**src/rtl/adcrs_pkg.sv**
```systemverilog
// Constants and types for the converter result and status register bank.
// Assumes an APB slave on a 32-bit byte address space.
package adcrs_pkg;
   localparam int CHANNEL_COUNT = 12;
   localparam int RESULT_W = 12;
   localparam int CHN_W = 4;
   localparam int RANGE_W = 2;
   localparam int WORD_SHIFT = 2;

   // Register byte addresses
   localparam logic [31:0] SEQB_GLOBAL_ADDR = 32'h4001_c014;
   localparam logic [31:0] CHAN0_ADDR = 32'h4001_c020;
   localparam logic [31:0] CHAN_LAST_ADDR = 32'h4001_c04c;
   localparam logic [31:0] READOUT_CTRL_ADDR = 32'h4001_c100;
   localparam logic [31:0] THR0_ADDR = 32'h4001_c104;
   localparam logic [31:0] THR1_ADDR = 32'h4001_c108;
   localparam logic [31:0] THR_SEL_ADDR = 32'h4001_c10c;
   localparam logic [31:0] FLAG_SUMMARY_ADDR = 32'h4001_c110;

   // Field positions
   localparam int RESULT_LSB = 4;
   localparam int RANGE_LSB = 16;
   localparam int CHN_LSB = 26;
   localparam int OVERRUN_BIT = 30;
   localparam int FRESH_BIT = 31;
   localparam int CTRL_MODE_BIT = 0;
   localparam int CTRL_CC_EN_BIT = 1;
   localparam int CTRL_OVR_EN_BIT = 2;
   localparam int THR_LOW_LSB = 0;
   localparam int THR_HIGH_LSB = 16;
   localparam int SUMMARY_GLOBAL_BIT = 12;

   // Threshold range codes
   localparam logic [1:0] RANGE_INSIDE = 2'h0;
   localparam logic [1:0] RANGE_BELOW = 2'h1;
   localparam logic [1:0] RANGE_ABOVE = 2'h2;

   // Reset values
   localparam logic [11:0] RESULT_RESET = 12'h000;
   localparam logic [11:0] THR_LOW_RESET = 12'h000;
   localparam logic [11:0] THR_HIGH_RESET = 12'hfff;

   typedef enum logic [1:0] {
      ADCRS_PH_IDLE = 2'b01,
      ADCRS_PH_ACCESS = 2'b10
   } adcrs_phase_t;

   typedef struct packed {
      logic fresh;
      logic overrun;
      logic [1:0] range;
      logic [11:0] result;
   } adcrs_chan_t;

   typedef struct packed {
      logic fresh;
      logic overrun;
      logic [1:0] range;
      logic [3:0] source_channel_number;
      logic [11:0] result;
   } adcrs_glob_t;
endpackage

```
**src/rtl/adcrs_cmp_if.sv**
```systemverilog
// Carrier between the register bank and its threshold range comparator.
// Assumes both ends sit on the same clock; the path is combinational.
`timescale 1ns/10ps
`default_nettype none
interface adcrs_cmp_if;
   logic [11:0] sample;
   logic [11:0] low;
   logic [11:0] high;
   logic [1:0] range;
   modport requester (output sample, output low, output high, input range);
   modport comparator (input sample, input low, input high, output range);
endinterface
`default_nettype wire

```
**src/rtl/adcrs_range_cmp.sv**
```systemverilog
// Threshold range classifier for one conversion sample.
// Assumes thresholds are stable while the sample is presented.
`timescale 1ns/10ps
`default_nettype none
module adcrs_range_cmp
   import adcrs_pkg::*;
(
   adcrs_cmp_if.comparator cmp
);
   always_comb begin
      if (cmp.sample < cmp.low) begin
         cmp.range = RANGE_BELOW;
      end else if (cmp.sample > cmp.high) begin
         cmp.range = RANGE_ABOVE;
      end else begin
         cmp.range = RANGE_INSIDE;
      end
   end
endmodule
`default_nettype wire

```
**src/rtl/adcrs_bank.sv**
```systemverilog
// Result and status register bank of the 12-bit converter, APB slave.
// Assumes the conversion engine drives the conv inputs on clk_in,
// one pulse per completed conversion, and an APB master on clk_in.
`timescale 1ns/10ps
`default_nettype none
module adcrs_bank
   import adcrs_pkg::*;
#(
   parameter int CHANNELS = CHANNEL_COUNT
)(
   input wire logic clk_in,
   input wire logic rst_n_in,
   input wire logic ce_in,
   input wire logic psel_in,
   input wire logic penable_in,
   input wire logic pwrite_in,
   input wire logic [31:0] paddr_in,
   input wire logic [31:0] pwdata_in,
   output logic [31:0] prdata_out,
   output logic pready_out,
   output logic pslverr_out,
   input wire logic conv_valid_in,
   input wire logic conv_seq_b_in,
   input wire logic [3:0] conv_channel_in,
   input wire logic [11:0] conv_result_in,
   output logic seqb_complete_req_out,
   output logic seqb_overrun_req_out
);

   typedef struct packed {
      adcrs_phase_t phase;
      logic pready;
      logic pslverr;
      logic keep;
      logic [31:0] prdata;
      adcrs_glob_t glob;
      adcrs_chan_t [CHANNELS-1:0] chan;
      logic mode;
      logic cc_en;
      logic ovr_en;
      logic [11:0] thr0_low;
      logic [11:0] thr0_high;
      logic [11:0] thr1_low;
      logic [11:0] thr1_high;
      logic [CHANNELS-1:0] thr_sel;
      logic cc_req;
      logic ovr_req;
   } adcrs_state_t;

   adcrs_state_t st;
   adcrs_state_t next_st;

   // Constant reset image: flags clear, thresholds open
   localparam adcrs_state_t RESET_ST = '{
      phase: ADCRS_PH_IDLE,
      glob: '{result: RESULT_RESET, default: '0},
      thr0_low: THR_LOW_RESET,
      thr0_high: THR_HIGH_RESET,
      thr1_low: THR_LOW_RESET,
      thr1_high: THR_HIGH_RESET,
      default: '0
   };

   adcrs_cmp_if cmp_bus ();

   adcrs_range_cmp u_cmp (
      .cmp(cmp_bus.comparator)
   );

   // Channel register decode, used by read, keep and clear paths
   function automatic logic chan_hit(input logic [31:0] a);
      chan_hit = (a >= CHAN0_ADDR) && (a <= CHAN_LAST_ADDR) &&
                 (a[WORD_SHIFT-1:0] == '0);
   endfunction

   function automatic logic [3:0] chan_index(input logic [31:0] a);
      logic [31:0] d;
      d = (a - CHAN0_ADDR) >> WORD_SHIFT;
      chan_index = d[3:0];
   endfunction

   function automatic logic [31:0] chan_word(input adcrs_chan_t c);
      logic [31:0] w;
      w = '0;
      w[RESULT_LSB +: RESULT_W] = c.result;
      w[RANGE_LSB +: RANGE_W] = c.range;
      w[OVERRUN_BIT] = c.overrun;
      w[FRESH_BIT] = c.fresh;
      chan_word = w;
   endfunction

   function automatic logic [31:0] glob_word(input adcrs_glob_t g);
      logic [31:0] w;
      w = '0;
      w[RESULT_LSB +: RESULT_W] = g.result;
      w[RANGE_LSB +: RANGE_W] = g.range;
      w[CHN_LSB +: CHN_W] = g.source_channel_number;
      w[OVERRUN_BIT] = g.overrun;
      w[FRESH_BIT] = g.fresh;
      glob_word = w;
   endfunction

   // Threshold pair picked by the converting channel
   logic pick_pair1;
   always_comb begin
      pick_pair1 = 1'b0;
      for (int i = 0; i < CHANNELS; i++) begin
         if (conv_channel_in == 4'(i)) begin
            pick_pair1 = st.thr_sel[i];
         end
      end
      cmp_bus.sample = conv_result_in;
      cmp_bus.low = pick_pair1 ? st.thr1_low : st.thr0_low;
      cmp_bus.high = pick_pair1 ? st.thr1_high : st.thr0_high;
   end

   logic glob_load;
   logic setup;
   logic done;
   logic rd_clr_glob;
   logic rd_clr_chan;
   logic [3:0] rd_idx;
   logic [3:0] setup_idx;
   logic [31:0] rd_word;
   logic rd_err;
   logic [31:0] summary;
   logic clr_i;
   logic load_i;

   always_comb begin
      next_st = st;
      glob_load = conv_valid_in && conv_seq_b_in;
      setup = psel_in && !penable_in && (st.phase == ADCRS_PH_IDLE);
      done = (st.phase == ADCRS_PH_ACCESS) && psel_in && penable_in;
      rd_idx = chan_index(paddr_in);
      setup_idx = rd_idx;
      clr_i = 1'b0;
      load_i = 1'b0;

      // Flag summary view of all lost flags
      summary = '0;
      for (int i = 0; i < CHANNELS; i++) begin
         summary[i] = st.chan[i].overrun;
      end
      summary[SUMMARY_GLOBAL_BIT] = st.glob.overrun;

      // Read data mux
      rd_word = '0;
      rd_err = 1'b0;
      if (paddr_in == SEQB_GLOBAL_ADDR) begin
         rd_word = glob_word(st.glob);
      end else if (chan_hit(paddr_in)) begin
         for (int i = 0; i < CHANNELS; i++) begin
            if (rd_idx == 4'(i)) begin
               rd_word = chan_word(st.chan[i]);
            end
         end
      end else if (paddr_in == READOUT_CTRL_ADDR) begin
         rd_word[CTRL_MODE_BIT] = st.mode;
         rd_word[CTRL_CC_EN_BIT] = st.cc_en;
         rd_word[CTRL_OVR_EN_BIT] = st.ovr_en;
      end else if (paddr_in == THR0_ADDR) begin
         rd_word[THR_LOW_LSB +: RESULT_W] = st.thr0_low;
         rd_word[THR_HIGH_LSB +: RESULT_W] = st.thr0_high;
      end else if (paddr_in == THR1_ADDR) begin
         rd_word[THR_LOW_LSB +: RESULT_W] = st.thr1_low;
         rd_word[THR_HIGH_LSB +: RESULT_W] = st.thr1_high;
      end else if (paddr_in == THR_SEL_ADDR) begin
         rd_word[CHANNELS-1:0] = st.thr_sel;
      end else if (paddr_in == FLAG_SUMMARY_ADDR) begin
         rd_word = summary;
      end else begin
         rd_err = 1'b1;
      end

      // Bus phase sequencing
      next_st.pready = 1'b0;
      next_st.pslverr = 1'b0;
      case (st.phase)
         ADCRS_PH_IDLE: begin
            if (setup) begin
               next_st.phase = ADCRS_PH_ACCESS;
               next_st.pready = 1'b1;
               next_st.pslverr = rd_err;
               next_st.prdata = pwrite_in ? '0 : rd_word;
               // A load landing on the snapshot edge keeps its flags
               next_st.keep = (glob_load && (paddr_in == SEQB_GLOBAL_ADDR)) ||
                              (conv_valid_in && chan_hit(paddr_in) &&
                               (conv_channel_in == setup_idx));
            end
         end
         ADCRS_PH_ACCESS: begin
            next_st.phase = ADCRS_PH_IDLE;
            next_st.keep = 1'b0;
            if (done && pwrite_in) begin
               if (paddr_in == READOUT_CTRL_ADDR) begin
                  next_st.mode = pwdata_in[CTRL_MODE_BIT];
                  next_st.cc_en = pwdata_in[CTRL_CC_EN_BIT];
                  next_st.ovr_en = pwdata_in[CTRL_OVR_EN_BIT];
               end else if (paddr_in == THR0_ADDR) begin
                  next_st.thr0_low = pwdata_in[THR_LOW_LSB +: RESULT_W];
                  next_st.thr0_high = pwdata_in[THR_HIGH_LSB +: RESULT_W];
               end else if (paddr_in == THR1_ADDR) begin
                  next_st.thr1_low = pwdata_in[THR_LOW_LSB +: RESULT_W];
                  next_st.thr1_high = pwdata_in[THR_HIGH_LSB +: RESULT_W];
               end else if (paddr_in == THR_SEL_ADDR) begin
                  next_st.thr_sel = pwdata_in[CHANNELS-1:0];
               end
            end
         end
         default: begin
            next_st.phase = ADCRS_PH_IDLE;
            next_st.keep = 1'b0;
         end
      endcase

      rd_clr_glob = done && !pwrite_in && !st.keep &&
                    (paddr_in == SEQB_GLOBAL_ADDR);
      rd_clr_chan = done && !pwrite_in && !st.keep && chan_hit(paddr_in);

      // Global register; a load on the clearing edge wins
      next_st.glob.fresh = (st.glob.fresh && !rd_clr_glob) || glob_load;
      next_st.glob.overrun = (st.glob.overrun && !rd_clr_glob) ||
                             (glob_load && st.glob.fresh && !rd_clr_glob);
      if (glob_load) begin
         next_st.glob.result = conv_result_in;
         next_st.glob.source_channel_number = conv_channel_in;
         next_st.glob.range = cmp_bus.range;
      end

      // Channel registers, loaded by any sequence
      for (int i = 0; i < CHANNELS; i++) begin
         clr_i = rd_clr_chan && (rd_idx == 4'(i));
         load_i = conv_valid_in && (conv_channel_in == 4'(i));
         next_st.chan[i].fresh = (st.chan[i].fresh && !clr_i) || load_i;
         next_st.chan[i].overrun = (st.chan[i].overrun && !clr_i) ||
                                   (load_i && st.chan[i].fresh && !clr_i);
         if (load_i) begin
            next_st.chan[i].result = conv_result_in;
            next_st.chan[i].range = cmp_bus.range;
         end
      end

      // Requests follow the flags only in per-conversion mode
      next_st.cc_req = !next_st.mode && next_st.cc_en &&
                       next_st.glob.fresh;
      next_st.ovr_req = !next_st.mode && next_st.ovr_en &&
                        next_st.glob.overrun;
   end

   always_ff @(posedge clk_in or negedge rst_n_in) begin
      if (!rst_n_in) begin
         st <= RESET_ST;
      end else if (ce_in) begin
         st <= next_st;
      end
   end

   assign prdata_out = st.prdata;
   assign pready_out = st.pready;
   assign pslverr_out = st.pslverr;
   assign seqb_complete_req_out = st.cc_req;
   assign seqb_overrun_req_out = st.ovr_req;

endmodule
`default_nettype wire

```
**config.mk**
```make
export PLATFORM = sky130hd
export DESIGN_NAME = adcrs_bank
export DESIGN_NICKNAME = d
export VERILOG_FILES = /design/src/rtl/adcrs_pkg.sv /design/src/rtl/adcrs_cmp_if.sv /design/src/rtl/adcrs_range_cmp.sv /design/src/rtl/adcrs_bank.sv
export SDC_FILE = /design/constraint.sdc
export NUM_CORES = 1
export LEC_CHECK = 0
export ABC_AREA = 0
export BUFFER_PORTS_ARGS = -buffer_cell sky130_fd_sc_hd__buf_2
export CAP_MARGIN = 20
export CORE_ASPECT_RATIO = 0.9
export CORE_MARGIN = 1.5
export CORE_UTILIZATION = 40
export DETAILED_ROUTE_END_ITERATION = 16
export MAX_ROUTING_LAYER = met4
export PLACE_DENSITY = 0.65
export SYNTH_ARGS = -nofsm -noshare
export SYNTH_HDL_FRONTEND = slang
export SYNTH_SLANG_ARGS = --single-unit
```
**constraint.sdc**
```tcl
create_clock -name clk_in -period 5.2 [get_ports clk_in]
set_clock_uncertainty 0.05 [all_clocks]
set_input_delay 0.52 -clock clk_in [delete_from_list [all_inputs] [get_ports clk_in]]
set_output_delay 0.52 -clock clk_in [all_outputs]
set_load 0.02 [all_outputs]
```
Yosys cells after proc, flatten, opt, wreduce, memory -nomap -nowiden
Cells that the tools add are included.
- word-level logic and storage cells: 330
- bits in registers: 314
- output and inout port bits: 36
- mux-type cells: 62
- magnitude comparators: 4
- equal/unequal tests: 32
- reductions and logical operators: 160
- bitwise gates (word level): 3
- add/subtract/negate cells: 1
- operator list (operator ; number):
    $mux W32 ; 15
    $eq A32 B31 Y1 const B ; 6
    $mux W63 ; 2
    $mux W12 ; 9
    $logic_and A1 B1 Y1 ; 95
    $mux W60 ; 1
    $mux W24 ; 2
    $mux W37 ; 1
    $mux W36 ; 1
    $eq A4 B3 Y1 const B ; 8
    $eq A4 B4 Y1 const B ; 8
    $ge A32 B31 Y1 const B ; 1
    $le A32 B31 Y1 const B ; 1
    $mux W29 ; 1
    $reduce_and A2 Y1 ; 14
    $logic_or A1 B1 Y1 ; 27
    $mux W1 ; 21
    $logic_not A1 Y1 ; 17
    $eq A4 B2 Y1 const B ; 4
    $mux W13 ; 1
    $gt A12 B12 Y1 ; 1
    $lt A12 B12 Y1 ; 1
    $eq A4 B1 Y1 const B ; 2
    $logic_not A4 Y1 ; 2
    14 further kinds ; 21

Longest topological paths before layout
Gate-level depths: netlist of run 1.
- depth after elaboration: 19
- gate-level depth with buffers: 19
- mapped depth without buffers: 15

By module
A second synthesis of run 1 with hierarchy kept.
- cells, all modules: 1349
- area, all modules: 16001.6 um^2
- by module, submodules not included (module ; instances ; area each (um^2) ; sequential area each (um^2) ; cells each):
    adcrs_bank ; 1 ; 15392.3 ; 7888.8 ; 1271
    adcrs_range_cmp ; 1 ; 609.3 ; 0.0 ; 78

Least setup slack after synthesis of run 1
OpenSTA, ideal clock, no wires.
- path type: input -> register
- from: input port conv_channel_in[3]
- to: register st[221] in the netlist's numbering
- stages on the path: 19
- data required time: 5.085 ns
- arrival: 4.403 ns
- library setup time: 0.065 ns
- path buffers: 4
- path slack: 0.682 ns
- path through: clkbuf_1 -> nor2b_1 -> clkbuf_1 -> mux2i_1 -> a221oi_1 -> o21ai_0 -> o21a_1 -> a41oi_1 -> buf_2 -> mux2i_1 -> ha_1 -> a211oi_1 -> o21bai_1 -> a21oi_1 -> o21ai_0 -> a211o_1 -> o21ai_1 -> clkbuf_1 -> mux2_2
- word-level cells in the longest chain between the ends: 16
- ends and longest elaborated chain (item ; line ; source):
    from (decl) ; adcrs_bank.sv:24 ; input wire logic [3:0] conv_channel_in,
    $logic_not A4 Y1 ; adcrs_bank.sv:108 ; if (conv_channel_in == 4'(i)) begin
    $mux W1 (12 in a row) ; adcrs_bank.sv:108 ;
    $mux W12 ; adcrs_bank.sv:113 ; cmp_bus.low = pick_pair1 ? st.thr1_low : st.thr0_low;
    $lt A12 B12 Y1 ; adcrs_range_cmp.sv:11 ; if (cmp.sample < cmp.low) begin
    $mux W2 ; adcrs_range_cmp.sv:11 ;
    to (signal assigned) ; adcrs_bank.sv:255 ; st <= next_st;
    to (decl) ; adcrs_bank.sv:50 ; adcrs_state_t st;
Several ways; a longest one is shown, not always the timed one.
A chain may end at the register's enable or synchronous reset.

Worst setup path after layout of run 1
- from: register st[2] in the netlist's numbering
- to: register st[126] in the netlist's numbering
- word-level cells in the longest chain between the ends: 16
- ends and longest elaborated chain (item ; line ; source):
    $mux W1 (*) (12 in a row) ; adcrs_bank.sv:108 ;
    $mux W12 ; adcrs_bank.sv:114 ; cmp_bus.high = pick_pair1 ? st.thr1_high : st.thr0_high;
    $gt A12 B12 Y1 ; adcrs_range_cmp.sv:13 ; end else if (cmp.sample > cmp.high) begin
    $mux W2 ; adcrs_range_cmp.sv:13 ;
    $mux W2 (*) ; adcrs_range_cmp.sv:11 ;
Every way passes the cells marked *; elsewhere a longest branch is shown, timed or not.

==> results of run 1 <==
kinds of logic (layout without fill, tap and decap cells):
group	after synthesis	in the layout	synth area share, %
AOI/OAI and AO/OA	290	290	12.2
xor gates and xnor gates	4	4	0.222
adders and majority gates	23	23	1.82
and+or+nand+nor	345	345	10.2
buffers and inverters	137	229	4.16
DFF	314	314	50.0
muxes	287	287	21.5
other	0	1	0
registers in the layout (all words and copies together) (netlist names):
signal and flops:
seqb_complete_req_out 1, pready_out 1, seqb_overrun_req_out 1, st 278, pslverr_out 1, prdata_out 32
critical path, cell delays in order, from the launching register on:
cell	delay [ns]
dfrtp_1	0.38
nor2b_1	0.13
a211o_1	0.27
a221oi_1	0.26
o21ai_0	0.20
o21a_1	0.25
a41oi_4	0.34
buf_12	0.23
buf_4	0.16
mux2i_1	0.18
ha_1	0.16
a211oi_1	0.07
o21bai_1	0.14
a21oi_1	0.08
o21ai_0	0.47
o21bai_1	0.19
o21ai_1	0.08
buf_4	0.23
o41ai_1	0.37
power breakdown:
| group | internal, mW | switching [mW] |
|---|---|---|
| combinational | 0.393 | 0.422 |
| sequential | 2.77 | 0.185 |
| clock | 1.73 | 1.01 |
| total | 4.89 | 1.61 |
metrics by stage:
stage	setup slack (ns)	hold WS, ns	area, µm²	total power, mW
after floorplan	0.682	0.174	15800	3.49
after global placement	0.484	0.402	16800	3.75
after detailed placement	0.488	0.409	16800	3.79
after CTS	0.875	0.104	18000	6.52
after global routing	0.556	0.113	18100	6.74
final	0.794	0.00328	18100	6.50
placed cells by master, fill, tap and decap left out, types with 19 or more instances in the layout:
cell,netlist,layout
dfrtp_1,289,289
mux2_2,210,210
nand2_1,181,181
buf_2,12,113
o21ai_0,70,70
a21oi_1,67,67
nor2_1,59,57
mux2i_1,57,57
buf_4,32,41
clkbuf_16,0,37
dfstp_2,25,25
ha_1,23,23
a22oi_1,22,22
mux4_2,20,20
a21o_1,19,19
worst max path at each step:
stage | startpoint | to | slack (ns) | cells past startpoint
2_1_floorplan | conv_channel_in[3] | st[221] | 0.68 | 19
3_3_place_gp | conv_channel_in[1] | st[110] | 0.48 | 16
3_5_place_dp | conv_channel_in[1] | st[110] | 0.49 | 16
4_1_cts | st[2] | st[110] | 0.87 | 15
5_1_grt | st[2] | st[126] | 0.56 | 18
6_report | st[2] | st[126] | 0.79 | 18
area by class of cell:
| class | instances | area (µm²) |
|---|---|---|
| Inverter | 8 | 30.0 |
| Sequential cell | 314 | 7890 |
| Tap cell | 525 | 657 |
| Antenna cell | 1 | 2.50 |
| Fill cell | 3513 | 20600 |
| Multi-Input combinational cell | 949 | 7260 |
| Clock inverter | 10 | 203 |
| Timing Repair Buffer | 158 | 943 |
| Clock buffer | 53 | 1080 |
routing by layer:
metal	part of all wire (%)	vias to the layer above
li1	-	5188
met1	44	6059
met2	45	534
met3	8.8	95
met4	2.5	0
met5	0	-
==> impl_metrics.py, run 1 <==
metrics = {
    "outcome": {
        "outcome": "finished, final reports clean",
    },
    "synthesis": {
        "mappedNetlistNets": 1511,
        "synth_cell_type_count": 68,
        "synth-async-reset-ratio_pct": 100,
        "mappedNetlistArea_um2": 15800,
        "synth_top_cells_by_area": "dfrtp_1 (46%), mux2_2 (15%), nand2_1 (4.3%)",
        "yosys_warnings": 0,
        "seq_area_frac_synth_pct": 50.0,
        "synth_edf_count": 0,
        "synth_cells": 1400,
        "synth.avg_cell_area_um2": 11.3,
        "synth.cells.most_frequent": "dfrtp_1 (289), mux2_2 (210), nand2_1 (181), clkbuf_1 (73), o21ai_0 (70)",
        "yosysMostFrequentCell": "dfrtp_1",
        "yosysTopAreaCellShare_pct": 45.8,
        "synth.ff_latch_count": 314,
        "yosysTopAreaCell": "dfrtp_1",
        "synth-main-ff-cell": "dfrtp_1",
    },
    "setup_path": {
        "ff2ff_setup_slack_ns": 0.79,
        "regToRegStartpoint": "st[2]",
        "endpoint_kind": "register",
        "cp_max_fo": 26,
        "arrival_ns": 4.75,
        "r2r_cells": 18,
        "crit_path_start_kind": "register",
        "cp.required_ns": 5.55,
        "r2r-end": "st[126]",
        "path_class": "reg -> reg",
    },
    "grt": {
        "use_met3_pct": 5.03,
        "grt_util_all_layers_pct": 24.5,
        "grt_pass1_wl_mm": 73.0,
        "grt_pass1_vias": 11900,
        "use_met2_pct": 36.2,
        "antenna_found_initial": 1,
        "grt_overflow": 0,
        "grt_max_degree": 130,
        "globalRoute.busiestLayer": "met2",
        "grt_use_met1_pct": 34.2,
    },
    "detailed_routing": {
        "routed_wl_mm": 48.2,
        "drc": 0,
        "drt_iter0_markers": 1329,
        "wl_per_cell_um": 23.9,
        "drtAntennaViolNets": 0,
        "vias": 11900,
        "drt_pass1_iterations": 5,
        "vias_per_cell": 5.89,
    },
    "sta": {
        "fmax_mhz": 227,
        "finalMaxSlewViolations": 0,
        "hold_viol": 0,
        "rsz0062_at_grt": "no",
        "finalCritPeriodShare_pct": 84.7,
        "worst_pin_slew_ns": 1.07,
        "fin_setup_tns_ns": 0,
        "finalSetupViolations": 0,
        "max_slew_margin_pct": 28.7,
        "layout_min_cycle_time_ns": 4.41,
    },
    "finish": {
        "fin_cells": 2018,
        "synthToLayoutAreaGrowth_pct": 14.5,
        "utilization_pct": 46.8,
        "drive_gt1_share_pct": 32.9,
        "final_nets": 1577,
    },
    "placed_design": {
        "portBuffers": 115,
        "dp.cells": 1953,
        "routabilityCongestion": 0.960,
        "place_hpwl_mm": 32.3,
    },
    "cts": {
        "ctsHoldBuffers": 0,
        "clk_pin_slew_ns": 0.06,
        "cts_tree": "done",
        "root_buffer": "clkbuf_16",
        "cts_setup_buffers": 0,
        "clk_latency_ns": 0.52,
        "numCtsBuffers": 35,
        "cts-resized-gates": 0,
        "htreeDepth": 2,
        "cts.sinks": 314,
        "clockBufferDepth": 3,
    },
    "die": {
        "fp.dieArea_um2": 40700,
        "dieWidth_um": 212,
        "io-pin-count": 124,
        "core-area_um2": 38600,
        "num_rows": 68,
        "start_util_pct": 40.9,
        "die_h_um": 191,
    },
    "power": {
        "power_density_nw_per_um2": 360,
        "power.leakage_nw": 8.40,
        "ir_drop_uv": 207,
    },
    "worst_hold_path": {
        "hp-class": "in -> async",
    },
    "job": {
        "max-cap-violations": 0,
    },
}
No activity file was read; power rests on OpenSTA's default activity.
==> inputs of run 2 (changes only) <==
==> constraint.sdc (replaced) <==
create_clock -name clk_in -period 4.4 [get_ports clk_in]
set_clock_uncertainty 0.05 [all_clocks]
set_input_delay 0.44 -clock clk_in [delete_from_list [all_inputs] [get_ports clk_in]]
set_output_delay 0.44 -clock clk_in [all_outputs]
set_load 0.02 [all_outputs]
==> run 2 against run 1 <==
Flip-flop and latch count unchanged. Utilization decreased by 0.17 points. Sequential share of layout area grew 0.16 points. Clock power increased by 3%. Largest power group unchanged. Highest routed layer unchanged.
==> impl_metrics.py, run 2 (synthesized netlist as in run 1, its figures left out) <==
metrics = {
    "cts": {
        "numCtsBuffers": 34,
        "cts_setup_buffers": 0,
        "cts_tree": "done",
        "clockBufferDepth": 3,
        "root_buffer": "clkbuf_16",
        "htreeDepth": 2,
        "clk_pin_slew_ns": 0.06,
        "cts.sinks": 314,
        "clk_latency_ns": 0.51,
    },
    "job": {
        "max-cap-violations": 0,
    },
    "setup_path": {
        "cp_top_family": "compound AO/OA/AOI/OAI gates",
        "arrival_ns": 4.41,
        "cpPeakStageDelay_ns": 0.40,
        "crit_path_start_kind": "register",
        "path_class": "reg -> reg",
        "path_buf_inv": 2,
        "endpoint_kind": "register",
        "crit_chain": "nor2b_1 -> a211o_1 -> a221oi_1 -> o21ai_1 -> o21a_1 -> a41oi_4 -> buf_12 -> mux2i_1 -> ha_1 -> o21ai_0 -> o21bai_1 -> a21oi_1 -> o21ai_1 -> a211o_1 -> o21ai_1 -> buf_12 -> o31ai_1",
        "crit_path_frequent_cell": "o21ai_1",
        "cp.required_ns": 4.71,
        "worst_path_max_delay_cell": "dfrtp_1",
        "cp_max_fo": 26,
    },
    "sta": {
        "fin_setup_tns_ns": 0,
        "finalMaxSlewViolations": 0,
        "fin_worst_hold_slack_ns": 0.130,
        "fmax_mhz": 244,
        "finalCritPeriodShare_pct": 93.0,
        "rsz0062_at_grt": "no",
        "max_slew_margin_pct": 31.5,
        "finalSetupViolations": 0,
        "worst_pin_slew_ns": 1.02,
        "layout_min_cycle_time_ns": 4.09,
        "hold_viol": 0,
    },
    "finish": {
        "regMostFlops": "st",
        "utilization_pct": 46.6,
        "mostFrequentLayoutCell": "dfrtp_1",
        "synthToLayoutAreaGrowth_pct": 14.0,
        "n_antenna_cell": 0,
        "final_nets": 1589,
        "largest_reg_flops": 278,
        "drive_gt1_share_pct": 33.1,
        "final_cell_mix": "dfrtp_1 (289), mux2_2 (210), nand2_1 (181)",
    },
    "placed_design": {
        "portBuffers": 115,
        "place_hpwl_mm": 33.0,
        "routabilityCongestion": 0.920,
    },
    "detailed_routing": {
        "drt_iter0_markers": 1054,
        "vias": 11900,
        "drt_pass1_iterations": 5,
        "drc": 0,
        "routed_wl_mm": 48.3,
        "vias_per_cell": 5.86,
        "drtAntennaViolNets": 0,
        "wl_per_cell_um": 23.9,
    },
    "die": {
        "die_h_um": 191,
        "num_rows": 68,
        "fp.dieArea_um2": 40700,
        "dieWidth_um": 212,
        "start_util_pct": 40.9,
        "core-area_um2": 38600,
        "io-pin-count": 124,
    },
    "grt": {
        "grt_util_all_layers_pct": 24.8,
        "grt_pass1_vias": 11800,
        "grt_pass1_wl_mm": 73.4,
        "grt_overflow": 0,
        "grt_max_degree": 93,
        "antenna_found_initial": 0,
    },
    "worst_hold_path": {
        "hp-class": "in -> reg",
    },
    "power": {
        "power.leakage_nw": 8.38,
        "total_power_mw": 7.29,
        "power_density_nw_per_um2": 405,
        "ir_drop_uv": 222,
    },
    "outcome": {
        "outcome": "finished, final reports clean",
    },
}
run 2: cell types whose count changed in the layout (fill, tap and decap cells not counted), moves of 2 or more:
cell / change
o21ai_1: +2
clkinv_2: +4
o21ai_0: -2
bufinv_16: -4
buf_4: +10
buf_12: +3
clkbuf_1: +3
clkbuf_16: -2
clkbuf_8: -5
run 2: through the flow:
step | worst slack, ns | cells | instance area (µm²)
3_5_place_dp | 0.00420 | 1966 | 16900
6_report | 0.306 | 2027 | 18000
4_1_cts | 0.226 | 2027 | 18000
5_1_grt | 0.0621 | 2027 | 18000
2_1_floorplan | 0.0271 | 1400 | 15800
3_3_place_gp | 0.0962 | 1966 | 16900
run 2: final timing paths:
check / startpoint / to / slack [ns] / cells after the start
worst max-delay path: st[2] / st[94] / 0.31 / 17
worst min-delay path: pwdata_in[21] / st[43] / 0.13 / 2
worst max register to register: st[2] / st[94] / 0.31 / 17
worst min register to register: st[104] / st[104] / 0.42 / 2
max in group asynchronous: rst_n_in / st[102] / 2.79 / 3
min in group asynchronous: rst_n_in / st[79] / 0.50 / 2
run 2: metal layers:
layer / vias up / routed length [µm] / global-route usage [%]
met5: - / 0 / -
met4: 0 / 1640 / 8.48
met3: 98 / 4020 / 5.63
met2: 500 / 21300 / 35.8
met1: 6052 / 21300 / 34.1
li1: 5224 / - / -
run 2: repair_timing:
action	4_1_cts	5_1_grt
hold buffers	1	0
endpoints found under the setup margin	0	26
hold endpoints to repair	87	0
gates resized for setup	0	3
run 2: cell type report:
type / instances / area, µm²
fill: 3583 / 20600
sequential: 314 / 7890
multi-input combinational: 949 / 7270
timing repair buffer: 171 / 1070
clock buffer: 49 / 968
tap: 525 / 657
clock inverter: 11 / 111
inverter: 8 / 30.0
run 2: power by group:
group	leakage, nW	total [mW]	internal (mW)	switching (mW)
Combinational	3.83	0.975	0.475	0.500
Sequential	4.02	3.49	3.27	0.222
Clock	0.532	2.82	1.65	1.17
